`src/logic/usart_ctrl_pkg.sv`:
```
// Function
// RL1 - Start-break write waits until holding and shift registers have fully emptied.
// RL2 - Stop-break ends break after one character time, then 12 high bit periods.
// RL3 - Arm-timeout write makes receiver wait for a character before counting.
// RL4 - Send-address in multi-drop mode sets address bit on next written character.
// RL5 - Baud source: 00 master clock, 01 master clock over 8, 1x external clock.
// RL6 - Character length code selects 5 to 8 data bits, framing bits extra.
// RL7 - Sync select 0 means asynchronous, 1 means synchronous operation.
// RL8 - Parity field: even, odd, space, mark, none, or multi-drop.
// RL9 - Stop bits: 00 one, 10 two, 01 one-and-half async only, 11 reserved.
// RL10 - Test mode 00 normal; 01 echoes received input onto serial output.
// RL11 - Test mode 10 loops transmitter to receiver; 11 ties input pin to output.
// RL12 - Nine-bit select forces 9-bit characters, else length code applies.
// RL13 - Serial clock pin driven only when drive bit set and source upper bit clear.
// RL14 - Enable-set writes of 1 enable matching sources; zeros have no effect.
// RL15 - Enable-clear writes of 1 disable matching sources; zeros have no effect.
// RL16 - Enable-state register reads back the accumulated enable of each source.
// RL17 - Debug channel enable bits 30 and 31 exist only on first instance.
// RL18 - Interrupt output asserts when any flag is set with its enable set.
// RL19 - Software never requests start-break and stop-break in one command write.
// RL20 - Unused bits of command, mode and interrupt registers ignore writes, read zero.
package usart_ctrl_pkg;
    localparam logic [7:0] OFS_COMMAND = 8'h00;
    localparam logic [7:0] OFS_FRAME = 8'h04;
    localparam logic [7:0] OFS_IRQ_SET = 8'h08;
    localparam logic [7:0] OFS_IRQ_CLR = 8'h0C;
    localparam logic [7:0] OFS_IRQ_STATE = 8'h10;
    localparam logic [7:0] OFS_STATUS = 8'h14;
    localparam int CMD_BEGIN_BREAK = 9;
    localparam int CMD_END_BREAK = 10;
    localparam int CMD_ARM_TIMEOUT = 11;
    localparam int CMD_SEND_ADDRESS = 12;
    localparam int FRAME_LSB = 4;
    localparam int FRAME_MSB = 18;
    localparam int STAT_TX_HOLDING_FREE = 1;
    localparam int STAT_TX_ALL_EMPTY = 9;
    localparam logic [31:0] IRQ_BITS_ALL = 32'hC00003FF;
    localparam logic [31:0] IRQ_BITS_NO_DEBUG = 32'h000003FF;
    localparam logic [31:0] RESET_WORD = 32'h00000000;
    localparam logic [3:0] BREAK_MARK_BITS = 4'hC;
    localparam logic [2:0] DIV8_LAST = 3'h7;
    localparam logic [1:0] TEST_NORMAL = 2'h0;
    localparam logic [1:0] TEST_ECHO = 2'h1;
    localparam logic [1:0] TEST_LOCAL = 2'h2;
    localparam logic [1:0] TEST_REMOTE = 2'h3;
    localparam logic [1:0] SRC_MASTER = 2'h0;
    localparam logic [1:0] SRC_MASTER_DIV8 = 2'h1;
    localparam logic [3:0] CHAR_BITS_MIN = 4'h5;
    localparam logic [3:0] CHAR_BITS_NINE = 4'h9;

    typedef struct packed {
        logic serial_clock_drive;
        logic nine_bit_char;
        logic spare;
        logic [1:0] channel_test_mode;
        logic [1:0] stop_bit_count;
        logic [2:0] parity_type;
        logic sync_mode_select;
        logic [1:0] char_length_code;
        logic [1:0] baud_clock_source;
    } frame_cfg_s;

    typedef enum logic [3:0] {
        BRK_IDLE = 4'h1,
        BRK_WAIT = 4'h2,
        BRK_LOW = 4'h4,
        BRK_MARK = 4'h8
    } break_state_e;
endpackage : usart_ctrl_pkg

```
`src/logic/usart_clock_select.sv`:
```
`timescale 1ns/1ps
`default_nettype none
module usart_clock_select (
    // Clock and reset
    input wire logic mclk,
    input wire logic sys_rst,
    // Configuration
    input wire logic [1:0] baud_clock_source,
    input wire logic serial_clock_drive,
    // Serial clock pin
    input wire logic sclk_in,
    output logic sclk_out,
    output logic sclk_oe,
    // Baud generator input tick
    output logic baud_tick
);
    typedef struct packed {
        logic [2:0] div_cnt;
        logic sync1;
        logic sync2;
        logic prev;
        logic tick;
        logic sclk_q;
        logic oe;
    } clk_state_s;

    clk_state_s st_reg;
    clk_state_s st_next;

    always_comb
    begin
        st_next = st_reg;
        st_next.div_cnt = st_reg.div_cnt + 3'h1;
        st_next.sync1 = sclk_in;
        st_next.sync2 = st_reg.sync1;
        st_next.prev = st_reg.sync2;
        // The external clock is sampled, so it must run well below half of mclk.
        case (baud_clock_source) // [RL5]
            usart_ctrl_pkg::SRC_MASTER:
            begin
                st_next.tick = 1'b1;
                st_next.sclk_q = ~st_reg.sclk_q;
            end
            usart_ctrl_pkg::SRC_MASTER_DIV8:
            begin
                st_next.tick = (st_reg.div_cnt == usart_ctrl_pkg::DIV8_LAST);
                st_next.sclk_q = st_reg.div_cnt[2];
            end
            default:
            begin
                st_next.tick = st_reg.sync2 & ~st_reg.prev;
                st_next.sclk_q = 1'b0;
            end
        endcase
        st_next.oe = serial_clock_drive & ~baud_clock_source[1]; // [RL13]
    end

    always_ff @(posedge mclk or posedge sys_rst)
    begin
        if (sys_rst)
            st_reg <= '0;
        else
            st_reg <= st_next;
    end

    assign baud_tick = st_reg.tick;
    assign sclk_out = st_reg.sclk_q;
    assign sclk_oe = st_reg.oe;

    a_sclk_gate: assert property (@(posedge mclk) disable iff (sys_rst)
        baud_clock_source[1] |=> !sclk_oe) // [RL13]
        else $error("serial clock driven while external source selected");
    a_div8_gap: assert property (@(posedge mclk) disable iff (sys_rst)
        (baud_clock_source == 2'h1 && $stable(baud_clock_source) && baud_tick)
        ##1 (baud_clock_source == 2'h1)
        |-> !baud_tick) // [RL5]
        else $error("divided tick came too soon");
endmodule : usart_clock_select
`default_nettype wire

```
`src/logic/usart_break_seq.sv`:
```
`timescale 1ns/1ps
`default_nettype none
module usart_break_seq (
    // Clock and reset
    input wire logic mclk,
    input wire logic sys_rst,
    // Commands
    input wire logic begin_req,
    input wire logic end_req,
    // Transmitter state
    input wire logic tx_idle,
    input wire logic bit_tick,
    input wire logic [3:0] frame_bits,
    // Break state
    output logic line_low,
    output logic busy,
    output logic pending
);
    typedef struct packed {
        usart_ctrl_pkg::break_state_e state;
        logic [3:0] bit_cnt;
        logic min_done;
        logic stop_seen;
    } brk_state_s;

    brk_state_s st_reg;
    brk_state_s st_next;

    always_comb
    begin
        st_next = st_reg;
        case (st_reg.state)
            usart_ctrl_pkg::BRK_IDLE:
            begin
                // A stop without a started break is ignored.
                if (begin_req)
                    st_next.state = usart_ctrl_pkg::BRK_WAIT;
            end
            usart_ctrl_pkg::BRK_WAIT:
            begin
                if (tx_idle) // [RL1]
                begin
                    st_next.state = usart_ctrl_pkg::BRK_LOW;
                    st_next.bit_cnt = 4'h0;
                    st_next.min_done = 1'b0;
                    st_next.stop_seen = 1'b0;
                end
            end
            usart_ctrl_pkg::BRK_LOW:
            begin
                if (end_req)
                    st_next.stop_seen = 1'b1;
                if (bit_tick && !st_reg.min_done)
                begin
                    st_next.bit_cnt = st_reg.bit_cnt + 4'h1;
                    if (st_reg.bit_cnt + 4'h1 >= frame_bits)
                        st_next.min_done = 1'b1;
                end
                if (st_reg.min_done && (st_reg.stop_seen || end_req)) // [RL2]
                begin
                    st_next.state = usart_ctrl_pkg::BRK_MARK;
                    st_next.bit_cnt = 4'h0;
                end
            end
            usart_ctrl_pkg::BRK_MARK:
            begin
                if (bit_tick)
                begin
                    st_next.bit_cnt = st_reg.bit_cnt + 4'h1;
                    if (st_reg.bit_cnt + 4'h1 == usart_ctrl_pkg::BREAK_MARK_BITS) // [RL2]
                        st_next.state = usart_ctrl_pkg::BRK_IDLE;
                end
            end
            default:
                st_next.state = usart_ctrl_pkg::BRK_IDLE;
        endcase
    end

    always_ff @(posedge mclk or posedge sys_rst)
    begin
        if (sys_rst)
        begin
            st_reg.state <= usart_ctrl_pkg::BRK_IDLE;
            st_reg.bit_cnt <= 4'h0;
            st_reg.min_done <= 1'b0;
            st_reg.stop_seen <= 1'b0;
        end
        else
            st_reg <= st_next;
    end

    assign line_low = (st_reg.state == usart_ctrl_pkg::BRK_LOW);
    assign busy = (st_reg.state != usart_ctrl_pkg::BRK_IDLE);
    assign pending = (st_reg.state == usart_ctrl_pkg::BRK_WAIT);

    a_break_waits: assert property (@(posedge mclk) disable iff (sys_rst)
        (st_reg.state == usart_ctrl_pkg::BRK_WAIT && !tx_idle) |=> pending) // [RL1]
        else $error("break started before transmitter emptied");
    a_min_char: assert property (@(posedge mclk) disable iff (sys_rst)
        (line_low && !st_reg.min_done) |=> !(st_reg.state == usart_ctrl_pkg::BRK_MARK))
        // [RL2]
        else $error("break ended before one character time");
    a_mark_end: assert property (@(posedge mclk) disable iff (sys_rst)
        (st_reg.state == usart_ctrl_pkg::BRK_MARK && bit_tick && st_reg.bit_cnt == 4'hB)
        |=> !busy) // [RL2]
        else $error("mark period not twelve bits");
endmodule : usart_break_seq
`default_nettype wire

```
`src/logic/usart_ctrl.sv`:
```
`timescale 1ns/1ps
`default_nettype none
module usart_ctrl #(
    parameter bit FIRST_INSTANCE = 1'b1
) (
    // Clock and reset
    input wire logic mclk,
    input wire logic sys_rst,
    // AHB-Lite slave
    input wire logic hsel,
    input wire logic [31:0] haddr,
    input wire logic [1:0] htrans,
    input wire logic hwrite,
    input wire logic [2:0] hsize,
    input wire logic [31:0] hwdata,
    input wire logic hready,
    output logic hreadyout,
    output logic [31:0] hrdata,
    output logic hresp,
    // Channel status and transmitter handshakes
    input wire logic [31:0] status_flags,
    input wire logic tx_idle,
    input wire logic tx_char_written,
    input wire logic tx_serial,
    // Serial pins
    input wire logic serial_in_pin,
    output logic serial_out_pin,
    input wire logic sclk_in,
    output logic sclk_out,
    output logic sclk_oe,
    // Receiver and transmitter controls
    output logic rx_serial,
    output logic baud_tick,
    output logic rx_timeout_arm,
    output logic tx_address_bit,
    output logic [3:0] char_data_bits,
    output usart_ctrl_pkg::frame_cfg_s frame_cfg,
    output logic stop_code_reserved,
    output logic break_active,
    output logic irq
);
    typedef struct packed {
        logic dphase_wr;
        logic [7:0] dphase_addr;
        logic ready;
        logic [31:0] rdata;
        usart_ctrl_pkg::frame_cfg_s cfg;
        logic [31:0] irq_mask;
        logic irq;
        logic arm_pulse;
        logic addr_pending;
        logic serial_out;
        logic rx_serial;
        logic [3:0] data_bits;
        logic [3:0] frame_bits;
        logic stop_reserved;
    } ctrl_state_s;

    localparam logic [31:0] IRQ_IMPL = FIRST_INSTANCE ? usart_ctrl_pkg::IRQ_BITS_ALL
                                                      : usart_ctrl_pkg::IRQ_BITS_NO_DEBUG;

    ctrl_state_s st_reg;
    ctrl_state_s st_next;

    logic brk_low;
    logic brk_busy;
    logic brk_pending;
    logic begin_req;
    logic end_req;
    logic wr_cmd;
    logic multidrop;
    logic [31:0] status_eff;

    // Break status overrides the transmitter's own empty and ready flags.
    always_comb
    begin
        status_eff = status_flags;
        if (brk_busy)
            status_eff[usart_ctrl_pkg::STAT_TX_ALL_EMPTY] = 1'b0;
        if (brk_pending)
            status_eff[usart_ctrl_pkg::STAT_TX_HOLDING_FREE] = 1'b0;
        status_eff = status_eff & IRQ_IMPL;
    end

    assign wr_cmd = st_reg.dphase_wr && (st_reg.dphase_addr == usart_ctrl_pkg::OFS_COMMAND);
    // Both break commands in one write is undefined; dropping both keeps state sane.
    assign begin_req = wr_cmd && hwdata[usart_ctrl_pkg::CMD_BEGIN_BREAK]
                       && !hwdata[usart_ctrl_pkg::CMD_END_BREAK]; // [RL19]
    assign end_req = wr_cmd && hwdata[usart_ctrl_pkg::CMD_END_BREAK]
                     && !hwdata[usart_ctrl_pkg::CMD_BEGIN_BREAK];
    assign multidrop = (st_reg.cfg.parity_type[2:1] == 2'h3); // [RL8]

    usart_break_seq u_break (
        .mclk(mclk),
        .sys_rst(sys_rst),
        .begin_req(begin_req),
        .end_req(end_req),
        .tx_idle(tx_idle),
        .bit_tick(baud_tick),
        .frame_bits(st_reg.frame_bits),
        .line_low(brk_low),
        .busy(brk_busy),
        .pending(brk_pending)
    );

    usart_clock_select u_clock (
        .mclk(mclk),
        .sys_rst(sys_rst),
        .baud_clock_source(st_reg.cfg.baud_clock_source),
        .serial_clock_drive(st_reg.cfg.serial_clock_drive),
        .sclk_in(sclk_in),
        .sclk_out(sclk_out),
        .sclk_oe(sclk_oe),
        .baud_tick(baud_tick)
    );

    always_comb
    begin
        st_next = st_reg;
        st_next.ready = 1'b1;
        st_next.arm_pulse = 1'b0;

        // Address phase: capture the transfer and prepare read data one cycle ahead.
        st_next.dphase_wr = 1'b0;
        if (hsel && htrans[1] && hready)
        begin
            st_next.dphase_wr = hwrite;
            st_next.dphase_addr = haddr[7:0];
            st_next.rdata = usart_ctrl_pkg::RESET_WORD;
            if (!hwrite)
            begin
                case (haddr[7:0])
                    usart_ctrl_pkg::OFS_FRAME:
                        st_next.rdata = {13'h0000, st_reg.cfg, 4'h0}; // [RL20]
                    usart_ctrl_pkg::OFS_IRQ_STATE:
                        st_next.rdata = st_reg.irq_mask; // [RL16]
                    usart_ctrl_pkg::OFS_STATUS:
                        st_next.rdata = status_eff;
                    default:
                        st_next.rdata = usart_ctrl_pkg::RESET_WORD;
                endcase
            end
        end

        // Data phase writes.
        if (st_reg.dphase_wr)
        begin
            case (st_reg.dphase_addr)
                usart_ctrl_pkg::OFS_COMMAND:
                begin
                    st_next.arm_pulse = hwdata[usart_ctrl_pkg::CMD_ARM_TIMEOUT]; // [RL3]
                end
                usart_ctrl_pkg::OFS_FRAME:
                begin
                    st_next.cfg = hwdata[usart_ctrl_pkg::FRAME_MSB:usart_ctrl_pkg::FRAME_LSB];
                    st_next.cfg.spare = 1'b0; // [RL20]
                end
                usart_ctrl_pkg::OFS_IRQ_SET:
                    st_next.irq_mask = st_reg.irq_mask | (hwdata & IRQ_IMPL); // [RL14] [RL17]
                usart_ctrl_pkg::OFS_IRQ_CLR:
                    st_next.irq_mask = st_reg.irq_mask & ~(hwdata & IRQ_IMPL); // [RL15]
                default:
                    st_next.irq_mask = st_reg.irq_mask;
            endcase
        end

        // The address flag is cleared by a transmitted write, but a new request wins.
        if (tx_char_written)
            st_next.addr_pending = 1'b0;
        if (!multidrop)
            st_next.addr_pending = 1'b0;
        if (wr_cmd && hwdata[usart_ctrl_pkg::CMD_SEND_ADDRESS] && multidrop) // [RL4]
            st_next.addr_pending = 1'b1;

        st_next.irq = |(status_eff & st_reg.irq_mask); // [RL18]

        // Character and frame length for the shifters and the break timer.
        if (st_reg.cfg.nine_bit_char) // [RL12]
            st_next.data_bits = usart_ctrl_pkg::CHAR_BITS_NINE;
        else
            st_next.data_bits = usart_ctrl_pkg::CHAR_BITS_MIN
                                + {2'h0, st_reg.cfg.char_length_code}; // [RL6]
        st_next.frame_bits = 4'h1 + st_reg.data_bits
                             + {3'h0, st_reg.cfg.parity_type[2:1] != 2'h2}
                             + ((st_reg.cfg.stop_bit_count == 2'h0) ? 4'h1 : 4'h2);
        // One-and-a-half stop bits exist only without a shared clock.
        st_next.stop_reserved = (st_reg.cfg.stop_bit_count == 2'h3)
                                || (st_reg.cfg.stop_bit_count == 2'h1
                                    && st_reg.cfg.sync_mode_select); // [RL9] [RL7]

        // Pin routing; the receiver sees an idle high line in remote loopback.
        case (st_reg.cfg.channel_test_mode)
            usart_ctrl_pkg::TEST_NORMAL:
            begin
                st_next.serial_out = brk_low ? 1'b0 : (brk_busy ? 1'b1 : tx_serial); // [RL10]
                st_next.rx_serial = serial_in_pin;
            end
            usart_ctrl_pkg::TEST_ECHO:
            begin
                st_next.serial_out = serial_in_pin; // [RL10]
                st_next.rx_serial = serial_in_pin;
            end
            usart_ctrl_pkg::TEST_LOCAL:
            begin
                st_next.serial_out = 1'b1; // [RL11]
                st_next.rx_serial = brk_low ? 1'b0 : tx_serial;
            end
            default:
            begin
                st_next.serial_out = serial_in_pin; // [RL11]
                st_next.rx_serial = 1'b1;
            end
        endcase
    end

    always_ff @(posedge mclk or posedge sys_rst)
    begin
        if (sys_rst)
        begin
            st_reg <= '0;
            st_reg.serial_out <= 1'b1;
            st_reg.rx_serial <= 1'b1;
            st_reg.data_bits <= usart_ctrl_pkg::CHAR_BITS_MIN;
            st_reg.frame_bits <= 4'h7;
        end
        else
            st_reg <= st_next;
    end

    assign hreadyout = st_reg.ready;
    assign hrdata = st_reg.rdata;
    assign hresp = 1'b0;
    assign irq = st_reg.irq;
    assign rx_timeout_arm = st_reg.arm_pulse;
    assign tx_address_bit = st_reg.addr_pending;
    assign char_data_bits = st_reg.data_bits;
    assign frame_cfg = st_reg.cfg;
    assign stop_code_reserved = st_reg.stop_reserved;
    assign serial_out_pin = st_reg.serial_out;
    assign rx_serial = st_reg.rx_serial;
    assign break_active = brk_busy;

    a_mask_set: assert property (@(posedge mclk) disable iff (sys_rst)
        (st_reg.dphase_wr && st_reg.dphase_addr == 8'h08 && hwdata[0]) |=> st_reg.irq_mask[0])
        // [RL14]
        else $error("enable-set did not enable source");
    a_mask_clear: assert property (@(posedge mclk) disable iff (sys_rst)
        (st_reg.dphase_wr && st_reg.dphase_addr == 8'h0C && hwdata[9]) |=> !st_reg.irq_mask[9])
        // [RL15]
        else $error("enable-clear did not disable source");
    a_mask_hold: assert property (@(posedge mclk) disable iff (sys_rst)
        !st_reg.dphase_wr |=> $stable(st_reg.irq_mask)) // [RL16]
        else $error("enable state changed without a write");
    a_irq_follows: assert property (@(posedge mclk) disable iff (sys_rst)
        (|(status_flags & st_reg.irq_mask & 32'h000001FD)) |=> irq) // [RL18]
        else $error("interrupt missing for enabled flag");
    a_debug_bits: assert property (@(posedge mclk) disable iff (sys_rst)
        !FIRST_INSTANCE |-> st_reg.irq_mask[31:30] == 2'h0) // [RL17]
        else $error("debug enable bits present on later instance");
    a_arm_pulse: assert property (@(posedge mclk) disable iff (sys_rst)
        (wr_cmd && hwdata[11]) |=> rx_timeout_arm ##1 !rx_timeout_arm) // [RL3]
        else $error("time-out arm not a single pulse");
    a_addr_md_only: assert property (@(posedge mclk) disable iff (sys_rst)
        !multidrop |=> !tx_address_bit) // [RL4]
        else $error("address bit set outside multi-drop");
    a_echo_route: assert property (@(posedge mclk) disable iff (sys_rst)
        (st_reg.cfg.channel_test_mode == 2'h1) |=> serial_out_pin == $past(serial_in_pin))
        // [RL10]
        else $error("echo mode not routing input to output");
    a_cfg_spare: assert property (@(posedge mclk) disable iff (sys_rst)
        frame_cfg.spare == 1'b0) // [RL20]
        else $error("unused mode bit stored");
    a_nine_bits: assert property (@(posedge mclk) disable iff (sys_rst)
        st_reg.cfg.nine_bit_char |=> char_data_bits == 4'h9) // [RL12]
        else $error("nine-bit length not applied");
endmodule : usart_ctrl
`default_nettype wire

```
`config.mk`:
```
export PLATFORM = sky130hd
export DESIGN_NAME = usart_ctrl
export DESIGN_NICKNAME = d
export VERILOG_FILES = /design/src/logic/usart_ctrl_pkg.sv /design/src/logic/usart_clock_select.sv /design/src/logic/usart_break_seq.sv /design/src/logic/usart_ctrl.sv
export SDC_FILE = /design/constraint.sdc
export NUM_CORES = 1
export LEC_CHECK = 0
export BUFFER_PORTS_ARGS = -buffer_cell sky130_fd_sc_hd__clkbuf_2
export CORE_UTILIZATION = 49
export CTS_CLUSTER_DIAMETER = 30
export DETAILED_ROUTE_END_ITERATION = 10
export GPL_TIMING_DRIVEN = 0
export PLACE_DENSITY = 0.87
export SETUP_SLACK_MARGIN = 0.15
export SLEW_MARGIN = 20
export SYNTH_ARGS = -nofsm -noshare
export SYNTH_HDL_FRONTEND = slang
export SYNTH_SLANG_ARGS = --single-unit
```
`constraint.sdc`:
```
create_clock -name mclk -period 3.5 [get_ports mclk]
set_input_delay 0.525 -clock mclk [delete_from_list [all_inputs] [get_ports mclk]]
set_output_delay 0.525 -clock mclk [all_outputs]
set_load 0.005 [all_outputs]
```
==> results of run 1 <==
-- metrics by stage --
step | worst slack (ns) | cells | hold slack, ns | total power [mW]
final | 0.9904 | 623 | 0.1933 | 2.345
after global placement | -0.2231 | 606 | 0.3336 | 1.432
after floorplan | 0.6813 | 402 | 0.3312 | 1.334
after global routing | 0.8640 | 623 | 0.2199 | 2.446
after detailed placement | 1.127 | 607 | 0.3497 | 1.456
after CTS | 0.9803 | 623 | 0.2014 | 2.360
-- layout make-up --
| type | instances | area, sq um |
|---|---|---|
| inverters | 18 | 70.07 |
| flip-flops and latches | 89 | 2237 |
| plain buffers | 64 | 436.7 |
| clock inverters | 5 | 128.9 |
| repair buffers | 100 | 523.0 |
| clock buffers | 11 | 131.4 |
| multi-input cells | 231 | 1610 |
| well taps | 105 | 131.4 |
| fillers | 633 | 3072 |
-- cell usage after synthesis, types with 3 or more instances --
cell type  count
nor3_1         4
nor4b_1        4
mux2_2        21
a21oi_1       21
a22o_1         9
nand3_1        8
a22oi_1       17
buf_4         52
inv_1         18
a31oi_1       13
nand2b_1       5
clkbuf_1      10
dfstp_2        8
a21o_1         4
nor2_1        12
xnor2_1        3
o21ai_0       21
nor2b_1        6
ha_1          14
dfrtp_1       81
nand2_1       20
-- power by group through the flow --
| stage | sequential (mW) | clock, mW | combinational [mW] |
|---|---|---|---|
| 3_3_place_gp | 1.17 | 0 | 0.257 |
| 6_report | 1.16 | 0.906 | 0.277 |
| 2_1_floorplan | 1.16 | 0 | 0.171 |
| 3_5_place_dp | 1.18 | 0 | 0.275 |
| 4_1_cts | 1.16 | 0.919 | 0.280 |
| 5_1_grt | 1.17 | 0.961 | 0.315 |
-- worst max path at each step --
stage                                  from                         end  slack (ns)  cells past startpoint
after floorplan                     sys_rst  asynchronous set/reset pin        0.68                      1
after global placement              sys_rst                  hrdata[14]       -0.22                      2
after detailed placement           haddr[3]                  hrdata[17]        1.13                      5
after CTS                 u_break.st_reg[6]                break_active        0.98                      3
after global routing      u_break.st_reg[6]                break_active        0.86                      3
final                     u_break.st_reg[6]                break_active        0.99                      3
-- per-layer routing --
metal / part of all wire (%) / vias to the layer above / GRT usage (%)
met2: 50 / 173 / 37.20
met4: 2.2 / 0 / 9.204
met5: 0 / - / 0
li1: - / 1569 / -
met3: 7.1 / 23 / 4.147
met1: 41 / 1625 / 29.39
-- logic make-up (layout without fill, tap and decap cells) --
group	count (synthesis)	count (layout)	synth area share, %
adder cells (fa/ha/maj)	15	15	4.542
flip-flops	89	89	52.05
AND/OR/NAND/NOR	76	76	9.811
XOR/XNOR	4	4	0.8153
buffers and inverters	82	198	11.73
other	2	15	0.1747
AO/OA/AOI/OAI	100	100	15.37
multiplexers	21	21	5.502
-- worst register-to-register path, delay by kind of cell (launching register included) --
kind	cells	cell delay [ns]
and+or+nand+nor	2	1.09
DFF	1	0.39
buffers and inverters	1	0.44
muxes	1	0.40
==> impl_results.md, run 1 <==
* Post-CTS Setup Inserts at 0
* Reg2Reg Setup Slack at 1.09 ns
* Cells after Synth at 389
* DRC viols at 0
* Die Wd at 95.66 um
* Max incr delay on CP at 0.68 ns
* First-pass GRT wire length at 15.30 mm
* Leakage power at 2.687 nW
* CTS root buf: clkbuf_8
* Worst r2r path cells at 4
* CTS tree: yes
* Core Area at 8341 sq um
* Synthesis-to-layout area growth at 22.59%
* Sequential area share after synthesis at 52.05%
* Initial antenna violation count at 0
* Gr usage total at 22.57%
* Maxcap violations at 0
* Worst EP arrival at 1.98 ns
* Leading cell type in the layout, fill and taps excluded: clkbuf_2
* Worst-Margin Slew at 0.8025 ns
* Worst Path Required at 2.97 ns
* Final Setup Violations at 0
* Synth Cell Area at 4298 sq um
* Asr flop ratio synth at 100.0%
* Final setup TNS at 0 ns
* Worst reg2reg path startpoint: st_reg[100]
* Top post-synthesis cells by area: dfrtp_1, buf_4, mux2_2
* Port Buffers at 99
* Tcrit/Tclk final at 71.70%
* EDFF count, synth at 0
* Synth Warn # at 0
* H-Tree Depth at 3
* CP Cell Sequence: nor4b_1 > inv_1 > clkbuf_2
* Vias per inst at 5.441
* Startpoint Class: flop
* Die Area at 9150 sq um
* Crit path kind: flop to output port
* P per Cell Area at 445.1 nW/um^2
* Largest net degree at the start of global routing at 51
* Final WL at 9.794 mm
* Avg Synthesized Cell Area at 11.05 sq um
* Final Cell Area at 5269 sq um
* CP max stage cell: nor4b_1
* Max Freq at 398.5 MHz
* Reg power frac at 49.6%
* Final slew viol count at 0
* Pint at 1.797 mW
* P_sw at 548.5 uW
* Distinct cells, synth at 50
* CTS Buf Count at 9
* Initial core utilization at 51.53%
* Placed wire-length estimate at 7.222 mm
* Final core utilization at 63.17%
* Largest area contributor in the netlist: dfrtp_1
* Logic pwr share at 11.8%
* RD Place Congestion at 0.8963
* Via count at 3,390
* Rel. slew slack at 45.75%
* DRT Pass-1 Iters at 5
* WP buf/inv at 2
* Reg clk slew, reported paths at 0.09 ns
* Ys flop type: dfrtp_1
* Row count at 33
* Yosys top cell area share at 47.16%
* Status: finished, final reports clean
* Crit Path Max Fanout at 8
* Clock Path Buffers at 2
* Max VDD drop at 302.5 uV
* Grt ovf at 0
* Reg2Reg Capture Point: frame_cfg[0]
* Post-CTS resize count at 0
* Period minus WS final at 2.510 ns
* Share of layout cells above drive strength 1 at 39.38%
* 1st-iter DRT viols at 246
* IO Pins at 174
* Clock Power Share at 38.6%
* Type of the tightest min-delay check: primary input to asynchronous set/reset pin
* Hold buffers post-CTS at 0
* Clock Skews at 0.01093 ns
* Routed Antenna Nets at 0
* Vias in the first global route at 3,140
* CP top delay family: simple AND/OR/NAND/NOR gates
* RSZ-0062 raised after global routing: false
* Dpl cell area at 5009 sq um
* CP Capture Type: output port
* Final hold viol count at 0
* Switching part of the total at 23.39%
* Flops & latches, synth at 89
* NumNets Final at 639
* Most frequent cells in the layout: clkbuf_2, dfrtp_1, buf_4
* Die Y at 95.66 um
* Clock latency on the worst-skew pair at 0.36 ns
* Routed len/inst at 15.72 um
* # diodes at 0
* # clock sinks at 89
Power figures use the tool's default switching activity.
==> run 2, diff against run 1 <==
- CORE_UTILIZATION: 49 -> 44
- PLACE_DENSITY: 0.87 -> 0.83
- clock period: 3.5 -> 2.19 ns (I/O delays scaled with it)
==> impl_results.md, run 2 (synthesis results as in run 1) <==
* Status: finished, final reports clean
* CTS root buf: clkbuf_8
* Largest net degree at the start of global routing at 36 (-29%)
* Crit path to: u_break.st_reg[3]
* P_sw at 915.6 uW (+67%)
* Clock Power Share at 37.0% (-1.6 points)
* Switching part of the total at 24.88% (+1.5 points)
* Period minus WS final at 1.992 ns
* Routed len/inst at 15.16 um (-3.6%)
* Die Area at 10,170 sq um (+11%)
* Type of the tightest min-delay check: primary input to flop
* Worst-Margin Slew at 0.7990 ns (-0.003457 ns)
* IO Pins at 174 (unchanged)
* CP max stage cell: or4b_4
* Row count at 35 (+6.1%)
* Final Setup Violations at 0 (unchanged)
* Worst r2r path cells at 5 (+1)
* Vias per inst at 5.200 (-4.4%)
* WP buf/inv at 0 (-2)
* Final WL at 9.942 mm (+1.5%)
* Maxcap violations at 0 (unchanged)
* CTS tree: yes
* NumNets Final at 648 (+1.4%)
* Core Area at 9371 sq um (+12%)
* Grt ovf at 0 (unchanged)
* First-pass GRT wire length at 16.47 mm (+7.6%)
* Final hold viol count at 0 (unchanged)
* Initial core utilization at 45.86% (-5.7 points)
* Final setup TNS at 0 ns (unchanged)
* Reg2Reg Capture Point: u_break.st_reg[3]
* Max incr delay on CP at 0.54 ns (-0.14 ns)
* Worst Path Required at 2.44 ns (-0.53 ns)
* DRC viols at 0 (unchanged)
* Initial antenna violation count at 0 (unchanged)
* Die Wd at 100.8 um (+5.4%)
* P per Cell Area at 679.4 nW/um^2 (+53%)
* Hold path cells at 1
* Clock Path Buffers at 2 (unchanged)
* Port Buffers at 99 (unchanged)
* CTS Buf Count at 9 (unchanged)
* Filler cells at 821 (+30%)
* Share of layout cells above drive strength 1 at 42.88% (+3.5 points)
* Logic pwr share at 12.4% (+0.6 points)
* Final core utilization at 57.80% (-5.4 points)
* Clock latency on the worst-skew pair at 0.35 ns (about the same)
* Routed Antenna Nets at 0 (unchanged)
* Clock Skews at 0.009267 ns (-0.001668 ns)
* CP Cell Sequence: or4b_4 > or2_4 > a32o_2 > a21o_1 > a32o_1
* Final slew viol count at 0 (unchanged)
* Pint at 2.764 mW (+54%)
* Startpoint Class: flop
* Crit Path Max Fanout at 4 (-4)
* Leakage power at 2.738 nW (+1.9%)
* Crit path kind: flop to flop
* Worst EP arrival at 2.24 ns (+0.26 ns)
* Gr usage total at 21.00% (-1.6 points)
* Max Freq at 502.1 MHz
* Rel. slew slack at 46.44% (+0.69 points)
* # diodes at 0 (unchanged)
* Worst reg2reg path startpoint: u_break.st_reg[8]
* Max VDD drop at 307.4 uV (+1.6%)
* CP top delay family: simple AND/OR/NAND/NOR gates
* Reg2Reg Setup Slack at 0.20 ns (-0.89 ns)
* 1st-iter DRT viols at 141 (-43%)
* Leading cell type in the layout, fill and taps excluded: clkbuf_2
* Reg power frac at 50.7% (+1.1 points)
* RSZ-0062 raised after global routing: false
* Vias in the first global route at 3,370 (+7.3%)
* WP depth at 5 (+2)
* # clock sinks at 89 (unchanged)
* Most frequent cells in the layout: clkbuf_2, dfrtp_1, buf_4, o21ai_0, mux2_2
* RD Place Congestion at 0.8296 (-7.4%)
* Reg clk slew, reported paths at 0.09 ns (about the same)
* Tcrit/Tclk final at 90.94%
* DRT Pass-1 Iters at 4 (-1)
* CP Capture Type: flop
* Via count at 3,411 (+0.62%)
* Placed wire-length estimate at 7.336 mm (+1.6%)
* Synthesis-to-layout area growth at 26.03%
* H-Tree Depth at 3 (unchanged)
* Die Y at 100.8 um (+5.4%)
* FF/Latch Area at 2241 sq um (+0.17%)
* Worst Setup SP: u_break.st_reg[8]
* Multi-input logic area at 1662 sq um (+3.2%)
run 2: power groups by stage:
stage	logic (mW)	clock network, mW	registers (mW)
after floorplan	0.274	0	1.86
after global placement	0.413	0	1.88
after detailed placement	0.441	0	1.89
after CTS	0.450	1.38	1.86
after global routing	0.512	1.44	1.88
final	0.455	1.36	1.86
run 2: how the worst min path moves through the flow:
| stage | slack (ns) | startpoint | end |
|---|---|---|---|
| finish | 0.08 | sclk_in | u_clock.st_next[4] |
| global route | 0.06 | sclk_in | u_clock.st_next[4] |
| CTS | 0.06 | sclk_in | u_clock.st_next[4] |
| detailed placement | 0.34 | u_clock.st_next[4] | u_clock.st_next[3] |
| global placement | 0.34 | u_clock.st_next[4] | u_clock.st_next[3] |
| floorplan | 0.33 | u_clock.st_next[4] | u_clock.st_next[3] |
run 2: worst register-to-register path, stage by stage, from the launching register on:
cell     delay (ns)
dfrtp_2        0.42
or4b_4         0.54
or2_4          0.26
a32o_2         0.27
a21o_1         0.19
a32o_1         0.20
run 2: cell type report:
type | count | area share (%)
Timing Repair Buffer | 109 | 11.04
Tap cell | 129 | 2.980
Multi-Input combinational cell | 231 | 30.68
Sequential cell | 89 | 41.37
Clock buffer | 9 | 2.287
Buffer | 64 | 8.131
Clock inverter | 7 | 2.195
Inverter | 18 | 1.317
run 2: per-layer routing:
layer	share of wire [%]	global-route usage, %	up-vias
li1	-	-	1588
met1	42	27.49	1671
met2	50	35.67	137
met3	6.1	3.953	15
met4	1.3	6.020	0
met5	0	0	-
run 2: per-stage QoR:
step	setup slack [ns]	instances	total power, mW	hold slack, ns	area (sq um)
after floorplan	0.2121	402	2.133	0.3312	4350
after global placement	-0.3927	630	2.291	0.3352	5007
after detailed placement	-0.2217	632	2.327	0.3402	5052
after CTS	0.1447	652	3.687	0.06209	5351
after global routing	0.1483	656	3.829	0.05997	5416
final	0.1984	656	3.680	0.07716	5416
run 2: what timing repair did:
item	CTS	global route
endpoints found under the hold margin	12	0
hold buffers	1	0
gates resized for setup	7	10
pin swaps	1	1
buffers inserted	3	4
endpoints found under the setup margin	25	32
==> run 3, diff against run 2 <==
- ABC_AREA: unset -> 1
- CELL_PAD_IN_SITES_DETAIL_PLACEMENT: unset -> 0
- CELL_PAD_IN_SITES_GLOBAL_PLACEMENT: unset -> 1
- CORE_UTILIZATION: 44 -> 32
- PLACE_DENSITY: 0.83 -> 0.82
==> impl_results.md, run 3 <==
* First-pass GRT wire length at 18.53 mm (+13%)
* Post-route insts no fill at 862 (+31%)
* Placed cell count at 845 (+34%)
* Top post-synthesis cells by area: dfrtp_1, nand2_1, buf_4
* Post-CTS Setup Inserts at 0 (-3)
* Ys flop type: dfrtp_1
* Final slew viol count at 0 (unchanged)
* Worst Path Required at 2.40 ns (-0.04 ns)
* Die Wd at 122.6 um (+22%)
* Routed len/inst at 13.68 um (-9.7%)
* CTS Buf Count at 9 (unchanged)
* Top post-synthesis cells by count: nand2_1, dfrtp_1, inv_1
* Placed wire-length estimate at 9.185 mm (+25%)
* Largest net degree at the start of global routing at 30 (-17%)
* Crit Path Max Fanout at 6 (+2)
* Row count at 43 (+23%)
* Routed Antenna Nets at 0 (unchanged)
* Tcrit/Tclk final at 84.59% (-6.4 points)
* Largest area contributor in the netlist: dfrtp_1
* Synth Cell Area at 4651 sq um (+8.2%)
* # clock sinks at 89 (unchanged)
* Final WL at 11.79 mm (+19%)
* Share of layout cells above drive strength 1 at 31.82% (-11 points)
* Maxcap violations at 0 (unchanged)
* Distinct cells, synth at 42 (-16%)
* 1st-iter DRT viols at 230 (+63%)
* Period minus WS final at 1.852 ns (-0.1391 ns)
* Max Freq at 539.8 MHz (+7.5%)
* Hold_sp: sclk_in
* Leakage power at 3.167 nW (+16%)
* Type of the tightest min-delay check: primary input to flop
* Final hold viol count at 0 (unchanged)
* Yosys top cell area share at 43.58% (-3.6 points)
* Cells after Synth at 550 (+41%)
* Initial core utilization at 33.12% (-13 points)
* Final setup TNS at 0 ns (unchanged)
* DRC viols at 0 (unchanged)
* # diodes at 0 (unchanged)
* Startpoint Class: flop
* Crit path kind: flop to flop
* Clock Skews at 0.004365 ns (-0.004902 ns)
* Final Setup Violations at 0 (unchanged)
* RSZ-0062 raised after global routing: false
* Status: finished, final reports clean
* Rel. slew slack at 59.41% (+13 points)
* Initial antenna violation count at 0 (unchanged)
* EDFF count, synth at 0 (unchanged)
* Most frequent cells in the layout: nand2_1, clkbuf_2, dfrtp_1, inv_1, buf_4
* H-Tree Depth at 3 (unchanged)
* Reg clk slew, reported paths at 0.06 ns (-0.03 ns)
* Vias per inst at 4.455 (-14%)
* Vias in the first global route at 3,742 (+11%)
* Grt ovf at 0 (unchanged)
* CTS tree: yes
* Core Area at 14,040 sq um (+50%)
* Worst reg2reg path startpoint: u_break.st_reg[2]
* Port Buffers at 99 (unchanged)
* Worst-Margin Slew at 0.6088 ns (-0.1903 ns)
* Count leader, synth: nand2_1
* DRT Pass-1 Iters at 4 (unchanged)
* Die Area at 15,020 sq um (+48%)
* NumNets Final at 803 (+24%)
* Clock latency on the worst-skew pair at 0.34 ns (about the same)
* IO Pins at 174 (unchanged)
* CTS root buf: clkbuf_16
* Clock Path Buffers at 2 (unchanged)
* Worst Setup SP: u_break.st_reg[2]
* CP Capture Type: flop
* P per Cell Area at 797.2 nW/um^2 (+17%)
* Worst EP arrival at 2.07 ns (-0.17 ns)
* Via count at 3,840 (+13%)
* Synthesis-to-layout area growth at 24.94%
* Die Y at 122.6 um (+22%)
* Synth Warn # at 0 (unchanged)
* Filler cells at 1,424 (+73%)
* Asr flop ratio synth at 100.0% (unchanged)
* RD Place Congestion at 0.9072 (+9.4%)
* Gr usage total at 16.50% (-4.5 points)
* Sequential area share after synthesis at 48.10% (-3.9 points)
* Max VDD drop at 447.1 uV (+45%)
* Flops & latches, synth at 89 (unchanged)
* Leading cell type in the layout, fill and taps excluded: nand2_1
* Avg Synthesized Cell Area at 8.456 sq um (-23%)
==> run 3: changes by cell type after synthesis, moves of 7 or more <==
| cell | before | now |
|---|---|---|
| nand3_1 | 8 | 22 |
| a22o_1 | 9 | 0 |
| inv_1 | 18 | 72 |
| o21ai_1 | 0 | 18 |
| o31ai_1 | 0 | 7 |
| a31oi_1 | 13 | 1 |
| nand2_1 | 20 | 152 |
| mux2_2 | 21 | 4 |
| inv_2 | 0 | 10 |
| a21oi_1 | 21 | 13 |
| nor2_1 | 12 | 27 |
| a22oi_1 | 17 | 1 |
| o21ai_0 | 21 | 14 |
==> run 3: final timing paths <==
check / end / slack [ns] / cells after the start
worst max-delay path: u_break.st_reg[1] / 0.34 / 8
worst min-delay path: u_clock.st_next[4] / 0.1 / 1
worst max register to register: u_break.st_reg[1] / 0.34 / 8
worst min register to register: u_clock.st_next[3] / 0.36 / 0
max in group asynchronous: hrdata[0] / 1.02 / 5
min in group asynchronous: st_reg[102] / 0.53 / 3
==> run 3: stage by stage <==
| stage | hold slack [ns] | power (mW) | util (%) | cell area (sq um) | setup WS (ns) |
|---|---|---|---|---|---|
| after floorplan | 0.3312 | 2.722 | - | 4703 | 0.5476 |
| after global placement | 0.3321 | 3.035 | 38.63 | 5424 | 0.1815 |
| after detailed placement | 0.3341 | 3.088 | 39.11 | 5492 | 0.3173 |
| after CTS | 0.08476 | 4.689 | 41.37 | 5809 | 0.3127 |
| after global routing | 0.08483 | 4.904 | 41.38 | 5811 | 0.1632 |
| final | 0.09560 | 4.632 | 41.38 | 5811 | 0.3375 |
==> run 3: cell type report <==
cell class / count / area (sq um) / share of cell area [%]
Multi-Input combinational cell: 330 / 1710 / 29.44
Clock buffer: 12 / 256.5 / 4.414
Tap cell: 180 / 225.2 / 3.876
Inverter: 82 / 311.5 / 5.362
Sequential cell: 89 / 2238 / 38.52
Timing Repair Buffer: 103 / 573.1 / 9.862
Clock inverter: 4 / 51.30 / 0.8829
Buffer: 62 / 444.2 / 7.644
==> run 3: cell families after synthesis <==
group,share of synthesized area [%]
other cells,0.1615
compound gates,9.201
mux,0.9685
fa+ha+maj,4.197
xor+xnor,0.7534
simple gates,20.45
flops,48.10
buf+inv,16.17
==> run 3: power breakdown <==
| part | switching, mW | internal, mW | leakage, nW |
|---|---|---|---|
| sequential | 0.139 | 1.87 | 1.06 |
| combinational | 0.608 | 0.445 | 1.95 |
| clock | 0.622 | 0.947 | 0.149 |
| total | 1.37 | 3.26 | 3.17 |
==> run 3: per-layer routing <==
layer	GRT usage, %	wire length (um)
met1	21.40	5181
met2	27.56	5777
met3	2.928	637
met4	5.716	198
met5	0	0
==> run 3: timing repair <==
action / in CTS / in global routing
endpoints found under the setup margin: 0 / 1
hold buffers: 1 / 0
gates resized for setup: 0 / 1
endpoints found under the hold margin: 13 / 0
==> run 3: worst max-delay path, cell delays in order (launching register included) <==
cell     delay [ns]
dfrtp_2        0.44
nand3_1        0.11
xor2_1         0.20
inv_1          0.12
ha_1           0.33
a21oi_1        0.15
nand3_1        0.12
a31oi_1        0.20
a21oi_1        0.06
